**src/shared/sbtc_pkg.sv**
```systemverilog
// Purpose: constants shared by the sixteen-bit timer/counter design
// Assumes: 32-bit AXI4-Lite register window, one aligned word per register
// Notes: offsets are byte addresses inside the slave window
`default_nettype none
package sbtc_pkg;
  // ----
  // register map
  // ----
  localparam int ADDR_W = 4;
  localparam logic [ADDR_W-1:0] OFS_CTRL = 4'h0;
  localparam logic [ADDR_W-1:0] OFS_HIGH = 4'h4;
  localparam logic [ADDR_W-1:0] OFS_LOW = 4'h8;
  localparam logic [ADDR_W-1:0] OFS_IRQ = 4'hC;
  // ----
  // field layout of timer_control
  // ----
  localparam int CTRL_W = 6;
  localparam int RUN_BIT = 0;
  localparam int SRC_BIT = 1;
  localparam int BYP_BIT = 2;
  localparam int OSC_BIT = 3;
  localparam int PS_LSB = 4;
  localparam int PS_W = 2;
  localparam logic [CTRL_W-1:0] CTRL_RESET = 6'h00;
  // ----
  // field layout of the flag/enable register
  // ----
  localparam int FLAG_BIT = 0;
  localparam int IRQ_EN_BIT = 1;
  // ----
  // count and bus values
  // ----
  localparam logic [15:0] COUNT_RESET = 16'h0000;
  localparam logic [15:0] COUNT_MAX = 16'hFFFF;
  localparam logic [7:0] BYTE_ZERO = 8'h00;
  localparam logic [1:0] RESP_OKAY = 2'h0;
  localparam logic [1:0] RESP_SLVERR = 2'h2;
  typedef enum logic [1:0] {
    PS_DIV1 = 2'b00,
    PS_DIV2 = 2'b01,
    PS_DIV4 = 2'b10,
    PS_DIV8 = 2'b11
  } sbtc_ps_e;
endpackage : sbtc_pkg
`default_nettype wire

```
**src/rtl/sbtc_prescaler.sv**
```systemverilog
// Purpose: input prescaler, divides count events by 1, 2, 4 or 8
// Assumes: events arrive as one-cycle pulses on clk_sys
// Notes: keeps dividing whatever the downstream stage does
`default_nettype none
module sbtc_prescaler
  import sbtc_pkg::*;
#(
  parameter int DIV_BITS = 3
) (
  input wire logic clk_sys, // system clock
  input wire logic resetn, // asynchronous reset, active low
  input wire logic eventIn, // one-cycle count event
  input wire sbtc_pkg::sbtc_ps_e ratioSel, // division ratio
  output logic eventOut // one pulse per ratio events
);
  // ----------------------------------------------------------------
  // elaboration check
  // ----------------------------------------------------------------
  if (DIV_BITS < 3) begin : g_chk
    $error("sbtc_prescaler needs DIV_BITS of at least 3");
  end

  logic [DIV_BITS-1:0] cnt_r;
  logic [DIV_BITS-1:0] last;

  always_comb begin
    unique case (ratioSel)
      PS_DIV1: last = DIV_BITS'(0);
      PS_DIV2: last = DIV_BITS'(1);
      PS_DIV4: last = DIV_BITS'(3);
      PS_DIV8: last = DIV_BITS'(7);
    endcase
  end

  // ----------------------------------------------------------------
  // ripple-equivalent divider
  // ----------------------------------------------------------------
  always_ff @(posedge clk_sys or negedge resetn) begin
    if (!resetn) begin
      cnt_r <= '0;
    end else if (eventIn) begin
      if (cnt_r >= last) begin
        cnt_r <= '0;
      end else begin
        cnt_r <= cnt_r + DIV_BITS'(1);
      end
    end
  end

  assign eventOut = eventIn && (cnt_r >= last);
endmodule : sbtc_prescaler
`default_nettype wire

```
**src/rtl/sbtc_timer.sv**
```systemverilog
// Overview of operation
// - sixteen-bit count from two bytes, counts up and wraps to zero
// - wrap sets sticky overflow flag; interrupt only while its enable is set
// - timer mode counts the instruction clock once per cycle
// - control bit 1 picks external rising edges or the internal clock
// - control bit 0 runs the counter; clear holds the value
// - control bits 5:4 pick prescale 1, 2, 4 or 8
// - control bit 3 enables the crystal amplifier, clear powers it down
// - bit 2 bypasses input synchronisation in external mode, ignored otherwise
// - counter mode uses oscillator input pin if oscillator on, else shared pin
// - prescaler divides the raw input; synchronising follows the prescaler
// - synchronised counter mode in sleep holds count, prescaler keeps dividing
// - oscillator enabled forces both oscillator pins to inputs
// - synchronised edges reach the count a few cycles later
// - control bits 7 and 6 read as zero
// - control bits clear at reset: stopped, timer mode, divide one, osc off
// - an internal reset input from the compare unit clears the count
// - compare reset clears the count without setting the overflow flag
// - a software write to a count byte wins over a simultaneous compare reset of that byte
//
// Purpose: sixteen-bit timer/counter with AXI4-Lite register access
// Assumes: clk_sys is the instruction clock (10 MHz); pins are asynchronous
// Notes: unmapped addresses answer SLVERR, reads of them return zero
//
// Local design decisions: the address map and register access over AXI4-Lite.
`default_nettype none
module sbtc_timer
  import sbtc_pkg::*;
(
  input wire logic clk_sys, // system clock, instruction rate
  input wire logic resetn, // asynchronous reset, active low
  input wire logic [sbtc_pkg::ADDR_W-1:0] s_axi_awaddr, // write address
  input wire logic [2:0] s_axi_awprot, // write protection, unused
  input wire logic s_axi_awvalid, // write address valid
  output logic s_axi_awready, // write address ready
  input wire logic [31:0] s_axi_wdata, // write data
  input wire logic [3:0] s_axi_wstrb, // write byte strobes
  input wire logic s_axi_wvalid, // write data valid
  output logic s_axi_wready, // write data ready
  output logic [1:0] s_axi_bresp, // write response
  output logic s_axi_bvalid, // write response valid
  input wire logic s_axi_bready, // write response ready
  input wire logic [sbtc_pkg::ADDR_W-1:0] s_axi_araddr, // read address
  input wire logic [2:0] s_axi_arprot, // read protection, unused
  input wire logic s_axi_arvalid, // read address valid
  output logic s_axi_arready, // read address ready
  output logic [31:0] s_axi_rdata, // read data
  output logic [1:0] s_axi_rresp, // read response
  output logic s_axi_rvalid, // read data valid
  input wire logic s_axi_rready, // read data ready
  input wire logic extCountIn, // shared osc-output/external-count pin level
  input wire logic oscInPinIn, // oscillator input pin level
  input wire logic sleepMode, // core asleep, phase clocks stopped
  input wire logic cmpTrigger, // compare_unit special event, one cycle
  input wire logic portOscInDrive, // port_direction_control wants to drive osc in
  input wire logic portOscOutDrive, // port_direction_control wants to drive osc out
  input wire logic portOscInData, // port data for osc input pin
  input wire logic portOscOutData, // port data for osc output pin
  output logic oscInPinOut, // osc input pin drive value
  output logic oscInPinOe, // osc input pin output enable
  output logic oscOutPinOut, // osc output pin drive value
  output logic oscOutPinOe, // osc output pin output enable
  output logic crystalAmpEn, // crystal inverter and feedback enable
  output logic overflowIrq // overflow interrupt request, level
);
  // ----------------------------------------------------------------
  // state
  // ----------------------------------------------------------------
  logic [CTRL_W-1:0] ctrl_r;
  logic [7:0] countHigh_r;
  logic [7:0] countLow_r;
  logic overflowFlag_r;
  logic overflowIrqEnable_r;
  logic [2:0] extSync_r;
  logic [2:0] oscSync_r;
  logic extLevel_r;
  logic oscLevel_r;
  logic selLevelPrev_r;
  logic [1:0] phaseSample_r;
  logic syncTick_r;
  logic awHeld_r;
  logic wHeld_r;
  logic [ADDR_W-1:0] awAddr_r;
  logic [31:0] wData_r;
  logic [3:0] wStrb_r;
  logic awReady_r;
  logic wReady_r;
  logic bValid_r;
  logic [1:0] bResp_r;
  logic arReady_r;
  logic rValid_r;
  logic [31:0] rData_r;
  logic [1:0] rResp_r;
  logic irq_r;
  logic oscInOe_r;
  logic oscOutOe_r;
  logic oscInOut_r;
  logic oscOutOut_r;
  logic ampEn_r;

  // ----------------------------------------------------------------
  // control field views
  // ----------------------------------------------------------------
  logic countRun;
  logic countSourceSelect;
  logic syncBypass;
  logic crystalOscEnable;
  sbtc_ps_e prescaleSelect;

  assign countRun = ctrl_r[RUN_BIT];
  assign countSourceSelect = ctrl_r[SRC_BIT];
  assign syncBypass = ctrl_r[BYP_BIT];
  assign crystalOscEnable = ctrl_r[OSC_BIT];
  assign prescaleSelect = sbtc_ps_e'(ctrl_r[PS_LSB +: PS_W]);

  function automatic logic addrHit(input logic [ADDR_W-1:0] a,
                                   input logic [ADDR_W-1:0] ofs);
    addrHit = (a == ofs);
  endfunction : addrHit

  function automatic logic addrMapped(input logic [ADDR_W-1:0] a);
    addrMapped = addrHit(a, OFS_CTRL) || addrHit(a, OFS_HIGH) ||
                 addrHit(a, OFS_LOW) || addrHit(a, OFS_IRQ);
  endfunction : addrMapped

  // ----------------------------------------------------------------
  // pin synchronisers: three stages, level moves when 2nd and 3rd agree
  // ----------------------------------------------------------------
  always_ff @(posedge clk_sys or negedge resetn) begin
    if (!resetn) begin
      extSync_r <= 3'h0;
      oscSync_r <= 3'h0;
      extLevel_r <= 1'b0;
      oscLevel_r <= 1'b0;
    end else begin
      extSync_r <= {extSync_r[1:0], extCountIn};
      oscSync_r <= {oscSync_r[1:0], oscInPinIn};
      if (extSync_r[1] == extSync_r[2]) begin
        extLevel_r <= extSync_r[2];
      end
      if (oscSync_r[1] == oscSync_r[2]) begin
        oscLevel_r <= oscSync_r[2];
      end
    end
  end

  // ----------------------------------------------------------------
  // count source and prescaler input
  // ----------------------------------------------------------------
  logic selLevel;
  logic extEdge;
  logic prescaleIn;
  logic prescaleOut;

  assign selLevel = crystalOscEnable ? oscLevel_r : extLevel_r;
  assign extEdge = selLevel && !selLevelPrev_r;
  assign prescaleIn = countRun && (countSourceSelect ? extEdge : 1'b1);

  always_ff @(posedge clk_sys or negedge resetn) begin
    if (!resetn) begin
      selLevelPrev_r <= 1'b0;
    end else begin
      selLevelPrev_r <= selLevel;
    end
  end

  // divider sits ahead of the synchroniser and ignores sleep
  sbtc_prescaler #(
    .DIV_BITS(3)
  ) u_prescaler (
    .clk_sys(clk_sys),
    .resetn(resetn),
    .eventIn(prescaleIn),
    .ratioSel(prescaleSelect),
    .eventOut(prescaleOut)
  );

  // ----------------------------------------------------------------
  // synchroniser after the prescaler: two phase samples, then a tick
  // ----------------------------------------------------------------
  logic syncMode;
  logic countTick;

  assign syncMode = countSourceSelect && !syncBypass;

  always_ff @(posedge clk_sys or negedge resetn) begin
    if (!resetn) begin
      phaseSample_r <= 2'h0;
      syncTick_r <= 1'b0;
    end else if (sleepMode) begin
      phaseSample_r <= 2'h0;
      syncTick_r <= 1'b0;
    end else begin
      phaseSample_r <= {phaseSample_r[0], prescaleOut && syncMode};
      syncTick_r <= phaseSample_r[1];
    end
  end

  always_comb begin
    if (!countSourceSelect) begin
      countTick = prescaleOut && !sleepMode;
    end else if (syncBypass) begin
      countTick = prescaleOut;
    end else begin
      countTick = syncTick_r && !sleepMode;
    end
  end

  // ----------------------------------------------------------------
  // write channel
  // ----------------------------------------------------------------
  logic doWrite;
  logic wrCtrl;
  logic wrHigh;
  logic wrLow;
  logic wrIrq;

  assign doWrite = awHeld_r && wHeld_r && !bValid_r;
  assign wrCtrl = doWrite && wStrb_r[0] && addrHit(awAddr_r, OFS_CTRL);
  assign wrHigh = doWrite && wStrb_r[0] && addrHit(awAddr_r, OFS_HIGH);
  assign wrLow = doWrite && wStrb_r[0] && addrHit(awAddr_r, OFS_LOW);
  assign wrIrq = doWrite && wStrb_r[0] && addrHit(awAddr_r, OFS_IRQ);

  always_ff @(posedge clk_sys or negedge resetn) begin
    if (!resetn) begin
      awHeld_r <= 1'b0;
      awAddr_r <= '0;
      awReady_r <= 1'b0;
    end else if (s_axi_awvalid && awReady_r) begin
      awHeld_r <= 1'b1;
      awAddr_r <= s_axi_awaddr;
      awReady_r <= 1'b0;
    end else if (doWrite) begin
      awHeld_r <= 1'b0;
    end else begin
      awReady_r <= !awHeld_r && !bValid_r;
    end
  end

  always_ff @(posedge clk_sys or negedge resetn) begin
    if (!resetn) begin
      wHeld_r <= 1'b0;
      wData_r <= 32'h0000_0000;
      wStrb_r <= 4'h0;
      wReady_r <= 1'b0;
    end else if (s_axi_wvalid && wReady_r) begin
      wHeld_r <= 1'b1;
      wData_r <= s_axi_wdata;
      wStrb_r <= s_axi_wstrb;
      wReady_r <= 1'b0;
    end else if (doWrite) begin
      wHeld_r <= 1'b0;
    end else begin
      wReady_r <= !wHeld_r && !bValid_r;
    end
  end

  always_ff @(posedge clk_sys or negedge resetn) begin
    if (!resetn) begin
      bValid_r <= 1'b0;
      bResp_r <= RESP_OKAY;
    end else if (doWrite) begin
      bValid_r <= 1'b1;
      bResp_r <= addrMapped(awAddr_r) ? RESP_OKAY : RESP_SLVERR;
    end else if (bValid_r && s_axi_bready) begin
      bValid_r <= 1'b0;
    end
  end

  // ----------------------------------------------------------------
  // control register
  // ----------------------------------------------------------------
  always_ff @(posedge clk_sys or negedge resetn) begin
    if (!resetn) begin
      ctrl_r <= CTRL_RESET;
    end else if (wrCtrl) begin
      ctrl_r <= wData_r[CTRL_W-1:0];
    end
  end

  // ----------------------------------------------------------------
  // counter: write, then compare reset, then increment
  // ----------------------------------------------------------------
  logic lowCarry;
  logic wrapEvent;

  assign lowCarry = countTick && (countLow_r == COUNT_MAX[7:0]);
  assign wrapEvent = countTick && ({countHigh_r, countLow_r} == COUNT_MAX) &&
                     !wrHigh && !wrLow && !cmpTrigger;

  always_ff @(posedge clk_sys or negedge resetn) begin
    if (!resetn) begin
      countLow_r <= COUNT_RESET[7:0];
    end else if (wrLow) begin
      countLow_r <= wData_r[7:0];
    end else if (cmpTrigger) begin
      countLow_r <= BYTE_ZERO;
    end else if (countTick) begin
      countLow_r <= countLow_r + 8'h01;
    end
  end

  always_ff @(posedge clk_sys or negedge resetn) begin
    if (!resetn) begin
      countHigh_r <= COUNT_RESET[15:8];
    end else if (wrHigh) begin
      countHigh_r <= wData_r[7:0];
    end else if (cmpTrigger) begin
      countHigh_r <= BYTE_ZERO;
    end else if (lowCarry) begin
      countHigh_r <= countHigh_r + 8'h01;
    end
  end

  // ----------------------------------------------------------------
  // overflow flag and interrupt; a wrap beats a same-cycle clear
  // ----------------------------------------------------------------
  always_ff @(posedge clk_sys or negedge resetn) begin
    if (!resetn) begin
      overflowFlag_r <= 1'b0;
    end else if (wrapEvent) begin
      overflowFlag_r <= 1'b1;
    end else if (wrIrq && wData_r[FLAG_BIT]) begin
      overflowFlag_r <= 1'b0;
    end
  end

  always_ff @(posedge clk_sys or negedge resetn) begin
    if (!resetn) begin
      overflowIrqEnable_r <= 1'b0;
    end else if (wrIrq) begin
      overflowIrqEnable_r <= wData_r[IRQ_EN_BIT];
    end
  end

  always_ff @(posedge clk_sys or negedge resetn) begin
    if (!resetn) begin
      irq_r <= 1'b0;
    end else begin
      irq_r <= overflowFlag_r && overflowIrqEnable_r;
    end
  end

  // ----------------------------------------------------------------
  // read channel
  // ----------------------------------------------------------------
  logic [31:0] readMux;

  always_comb begin
    readMux = 32'h0000_0000;
    if (addrHit(s_axi_araddr, OFS_CTRL)) begin
      readMux[CTRL_W-1:0] = ctrl_r;
    end else if (addrHit(s_axi_araddr, OFS_HIGH)) begin
      readMux[7:0] = countHigh_r;
    end else if (addrHit(s_axi_araddr, OFS_LOW)) begin
      readMux[7:0] = countLow_r;
    end else if (addrHit(s_axi_araddr, OFS_IRQ)) begin
      readMux[FLAG_BIT] = overflowFlag_r;
      readMux[IRQ_EN_BIT] = overflowIrqEnable_r;
    end
  end

  always_ff @(posedge clk_sys or negedge resetn) begin
    if (!resetn) begin
      arReady_r <= 1'b0;
      rValid_r <= 1'b0;
      rData_r <= 32'h0000_0000;
      rResp_r <= RESP_OKAY;
    end else if (s_axi_arvalid && arReady_r) begin
      arReady_r <= 1'b0;
      rValid_r <= 1'b1;
      rData_r <= readMux;
      rResp_r <= addrMapped(s_axi_araddr) ? RESP_OKAY : RESP_SLVERR;
    end else if (rValid_r && s_axi_rready) begin
      rValid_r <= 1'b0;
    end else begin
      arReady_r <= !rValid_r;
    end
  end

  // ----------------------------------------------------------------
  // oscillator pins and amplifier
  // ----------------------------------------------------------------
  always_ff @(posedge clk_sys or negedge resetn) begin
    if (!resetn) begin
      oscInOe_r <= 1'b0;
      oscOutOe_r <= 1'b0;
      oscInOut_r <= 1'b0;
      oscOutOut_r <= 1'b0;
      ampEn_r <= 1'b0;
    end else begin
      oscInOe_r <= portOscInDrive && !crystalOscEnable;
      oscOutOe_r <= portOscOutDrive && !crystalOscEnable;
      oscInOut_r <= portOscInData;
      oscOutOut_r <= portOscOutData;
      ampEn_r <= crystalOscEnable;
    end
  end

  // ----------------------------------------------------------------
  // outputs
  // ----------------------------------------------------------------
  assign s_axi_awready = awReady_r;
  assign s_axi_wready = wReady_r;
  assign s_axi_bvalid = bValid_r;
  assign s_axi_bresp = bResp_r;
  assign s_axi_arready = arReady_r;
  assign s_axi_rvalid = rValid_r;
  assign s_axi_rdata = rData_r;
  assign s_axi_rresp = rResp_r;
  assign oscInPinOe = oscInOe_r;
  assign oscOutPinOe = oscOutOe_r;
  assign oscInPinOut = oscInOut_r;
  assign oscOutPinOut = oscOutOut_r;
  assign crystalAmpEn = ampEn_r;
  assign overflowIrq = irq_r;
endmodule : sbtc_timer
`default_nettype wire

```
**config.mk**
```make
export PLATFORM = sky130hd
export DESIGN_NAME = sbtc_timer
export DESIGN_NICKNAME = d
export VERILOG_FILES = /design/src/shared/sbtc_pkg.sv /design/src/rtl/sbtc_prescaler.sv /design/src/rtl/sbtc_timer.sv
export SDC_FILE = /design/constraint.sdc
export NUM_CORES = 1
export LEC_CHECK = 0
export ABC_CLOCK_PERIOD_IN_PS = 3500
export BUFFER_PORTS_ARGS = -buffer_cell sky130_fd_sc_hd__buf_2
export CORE_ASPECT_RATIO = 1.1
export CORE_UTILIZATION = 56
export DETAILED_ROUTE_END_ITERATION = 8
export PLACE_DENSITY = 0.89
export SETUP_SLACK_MARGIN = 0.15
export SLEW_MARGIN = 20
export SYNTH_ARGS = -nofsm -noshare
export SYNTH_HDL_FRONTEND = slang
export SYNTH_SLANG_ARGS = --single-unit
```
**constraint.sdc**
```tcl
create_clock -name clk_sys -period 3.5 [get_ports clk_sys]
set_clock_uncertainty 0.05 [all_clocks]
set_input_delay 0.525 -clock clk_sys [delete_from_list [all_inputs] [get_ports clk_sys]]
set_output_delay 0.525 -clock clk_sys [all_outputs]
set_load 0.02 [all_outputs]
```
==> implementation parameters <==
Parameter                              Value

Run status
  Status    completed

Die
  Number of ports placed on the die boundary    112
  Starting density of the core    57.6%
  Standard-cell row count    31
  Standard cell core area    6560 um^2
  Die height    88.2 um
  Overall die area    7080 um^2
  Die Span X    80.3 um

STA
  Minimum clock period after layout    2.47 ns
  Setup ws final    1.03 ns
  Count of final max-slew check failures    0
  Setup-failing EPs final    0
  Relative slew slack    39.5%
  Final period utilization    70.5%
  Fmax    0.405 GHz
  Total negative slack    0 ns
  Final number of hold-violating endpoints    0
  Transition time of the tightest slew-check pin    0.901 ns
  Setup repair after global routing missed its margin    no
  Smallest hold slack    0.0125 ns

Final layout
  Commonest cells after routing, fill and taps aside    sky130_fd_sc_hd__dfrtp_1 (75), sky130_fd_sc_hd__buf_2 (52), sky130_fd_sc_hd__nand2_1 (33)
  Share of cells above drive strength 1    22.8%
  Fin util    63.6%
  Final instance count without filler cells    486
  Most common cell after layout, fill and taps aside    sky130_fd_sc_hd__dfrtp_1
  Multi-input gate area in the final layout    1690 um^2
  Number of nets at the end of the flow    470
  Antenna Diode Count    0
  Signed area change from the synthesized netlist to the final layout    10.3%
  Area taken by flip-flops and latches    1880 um^2
  Count of filler cells inserted in the layout    557

Drt
  Detailed Route Iter0 Violations    311
  Total detailed-routing wirelength    7800 um
  Total number of vias    2869
  Total DRC errors in the routed layout    0
  Iteration count of the initial detailed-routing pass    5
  Residual antenna-violating net count after detailed routing    0
  Final routed wire length divided by cell count    16.1 um
  Via-per-instance ratio    5.90

Yosys
  Most area-hungry cell type in the Yosys netlist    sky130_fd_sc_hd__dfrtp_1
  Main area contributors after synthesis    sky130_fd_sc_hd__dfrtp_1 (50%), sky130_fd_sc_hd__buf_4 (5.4%), sky130_fd_sc_hd__mux2_2 (3.9%), sky130_fd_sc_hd__nand2_1 (3.3%), sky130_fd_sc_hd__a22o_1 (3.0%)
  Netlist Area Pre-Place    3780 um^2
  Avg Cell Area, Syn    10.9 um^2
  Synth top area share    49.7%
  Dominant synthesized flop cell    sky130_fd_sc_hd__dfrtp_1
  Number of enable-type register cells in the synthesized netlist    0
  Post-Synthesis Cells    348
  Distinct cell type count of the synthesized netlist    50
  Synth Register Bits    75
  Number of warnings reported in the yosys synthesis log    0
  Share of synthesized flip-flops with an asynchronous set or reset    100%
  Part of the Yosys area used for sequential elements    49.7%

Clocking
  TritonCTS buffer count    9
  Maximum buffer depth of the clock tree    2
  Number of buffers inserted to repair setup after CTS    0
  Clock tree from TritonCTS    built
  Post-cts gate resize count    0
  Source-to-sink clock delay at the later pin of the worst-skew pair    0.36 ns
  Total number of H-tree levels    3
  Register clock-pin slew on the reported worst setup and hold paths    0.08 ns
  Clock root cell    sky130_fd_sc_hd__clkbuf_8
  Clock sink count    75
  Number of hold buffers added after cts    0

Pwr
  Pwr/cell area    628 nW/um^2
  Static leakage    1.94 nW
  Largest vdd supply drop    418 uV

Flow run
  Max cap viols    0

Critical path
  Cells on worst reg2reg path    8
  Largest stage delay on the critical path    0.43 ns
  Peak fanout along the critical path    29
  Endpoint kind of the worst setup timing path    flop
  Critical path, cell by cell    or2_2 -> ha_1 -> nor2b_1 -> o21ai_1 -> a21oi_2 -> buf_4 -> mux2_1 -> a22o_1
  Startpoint kind of the worst setup timing path    flop
  Worst-path cell with the longest stage delay    sky130_fd_sc_hd__dfrtp_1
  Worst setup path category    reg2reg
  Required time of the critical path    3.70 ns
  CP Data Arrival Time    2.67 ns

GRT
  GR Util All Layers    24.6%
  Pin count of the biggest net entering global routing    35
  Wire length of the first global-routing pass    13000 um
  Antenna violations before repair    0
  Vias in the first global route    2725
  GR Overflow Total    0

Placed design
  Number of placed instances, taps included    470
  Setup Slack @ Placement    1.08 ns
  Sum of net half-perimeters after detailed placement    5600 um
  Final GP Congestion    0.823
  IO buf count    52

Worst hold path
  Class of the tightest hold or removal check    in2async
==> stage by stage <==
step | power (mW) | instance area (um^2)
3_3_place_gp | 1.99 | 4000
4_1_cts | 2.63 | 4170
6_report | 2.62 | 4170
3_5_place_dp | 2.05 | 4000
2_1_floorplan | 1.83 | 3870
5_1_grt | 2.77 | 4170
==> where the power goes <==
| group | internal, mW | switching (mW) | total (mW) |
|---|---|---|---|
| clock network | 0.260 | 0.325 | 0.584 |
| registers | 1.07 | 0.256 | 1.33 |
| logic | 0.308 | 0.396 | 0.703 |
| total | 1.64 | 0.977 | 2.62 |
==> sequential cells by signal (all words and copies together), names as in the netlist, 4 cells and up <==
signal	count
countHigh_r	8
s_axi_rdata	8
wData_r	8
countLow_r	8
ctrl_r	6
awAddr_r	4
==> metal layers <==
layer / global-route usage (%) / wire length [um]
met2: 40.6 / 3850
met4: 13.1 / 230
met1: 30.9 / 3160
met5: 0 / 0
met3: 4.48 / 562
==> path summary, 6_finish.rpt <==
kind	from	to	slack, ns
setup / recovery	ctrl_r[4]	countLow_r[1]	1.03
hold / removal	resetn	oscInPinOe	0.01
setup reg to reg	ctrl_r[4]	countLow_r[1]	1.03
hold reg to reg	oscSync_r[0]	oscSync_r[1]	0.31
max in group asynchronous	resetn	countHigh_r[6]	2.60
min in group clk_sys	portOscInData	oscInPinOut	0.22
==> area by class of cell <==
class / count / area share, %
Timing Repair Buffer: 56 / 6.96
Sequential cell: 75 / 45.0
Multi-Input combinational cell: 248 / 40.6
Inverter: 9 / 0.811
Tap cell: 82 / 2.46
Clock buffer: 11 / 3.15
Clock inverter: 5 / 0.961
==> synthesized netlist by cell type, drive strengths merged (2+ instances only) <==
master,count
a21oi,4
a221o,6
a221oi,2
a22o,13
and2,2
and3,2
buf,33
clkbuf,8
dfrtp,75
ha,6
inv,9
maj3,2
mux2,20
mux2i,5
mux4,2
nand2,33
nand2b,2
nand3,19
nand3b,4
nand4,4
nor2,8
nor2b,8
nor3,13
nor3b,12
nor4,4
o21a,2
o21ai,17
o31ai,4
o41ai,3
or2,4
or3,9
or3b,2
or4,3
==> cell families (layout without fill, tap and decap cells) <==
| family | count (synthesis) | count (layout) | synth area share [%] |
|---|---|---|---|
| compound gates | 53 | 53 | 10.4 |
| xor+xnor | 2 | 2 | 0.464 |
| fa+ha+maj | 8 | 8 | 2.52 |
| buf+inv | 50 | 81 | 8.01 |
| flops | 75 | 75 | 49.7 |
| mux | 27 | 27 | 8.48 |
| other cells | 1 | 26 | 0.0992 |
| simple gates | 132 | 132 | 20.4 |
==> critical path, delay by kind of cell, from the launching register on <==
kind	cells	cell delay [ns]
flops	1	0.43
fa+ha+maj	1	0.27
buf+inv	1	0.29
compound gates	3	0.49
mux	1	0.36
simple gates	2	0.47
Note: power is estimated with default switching activity, not from simulation.
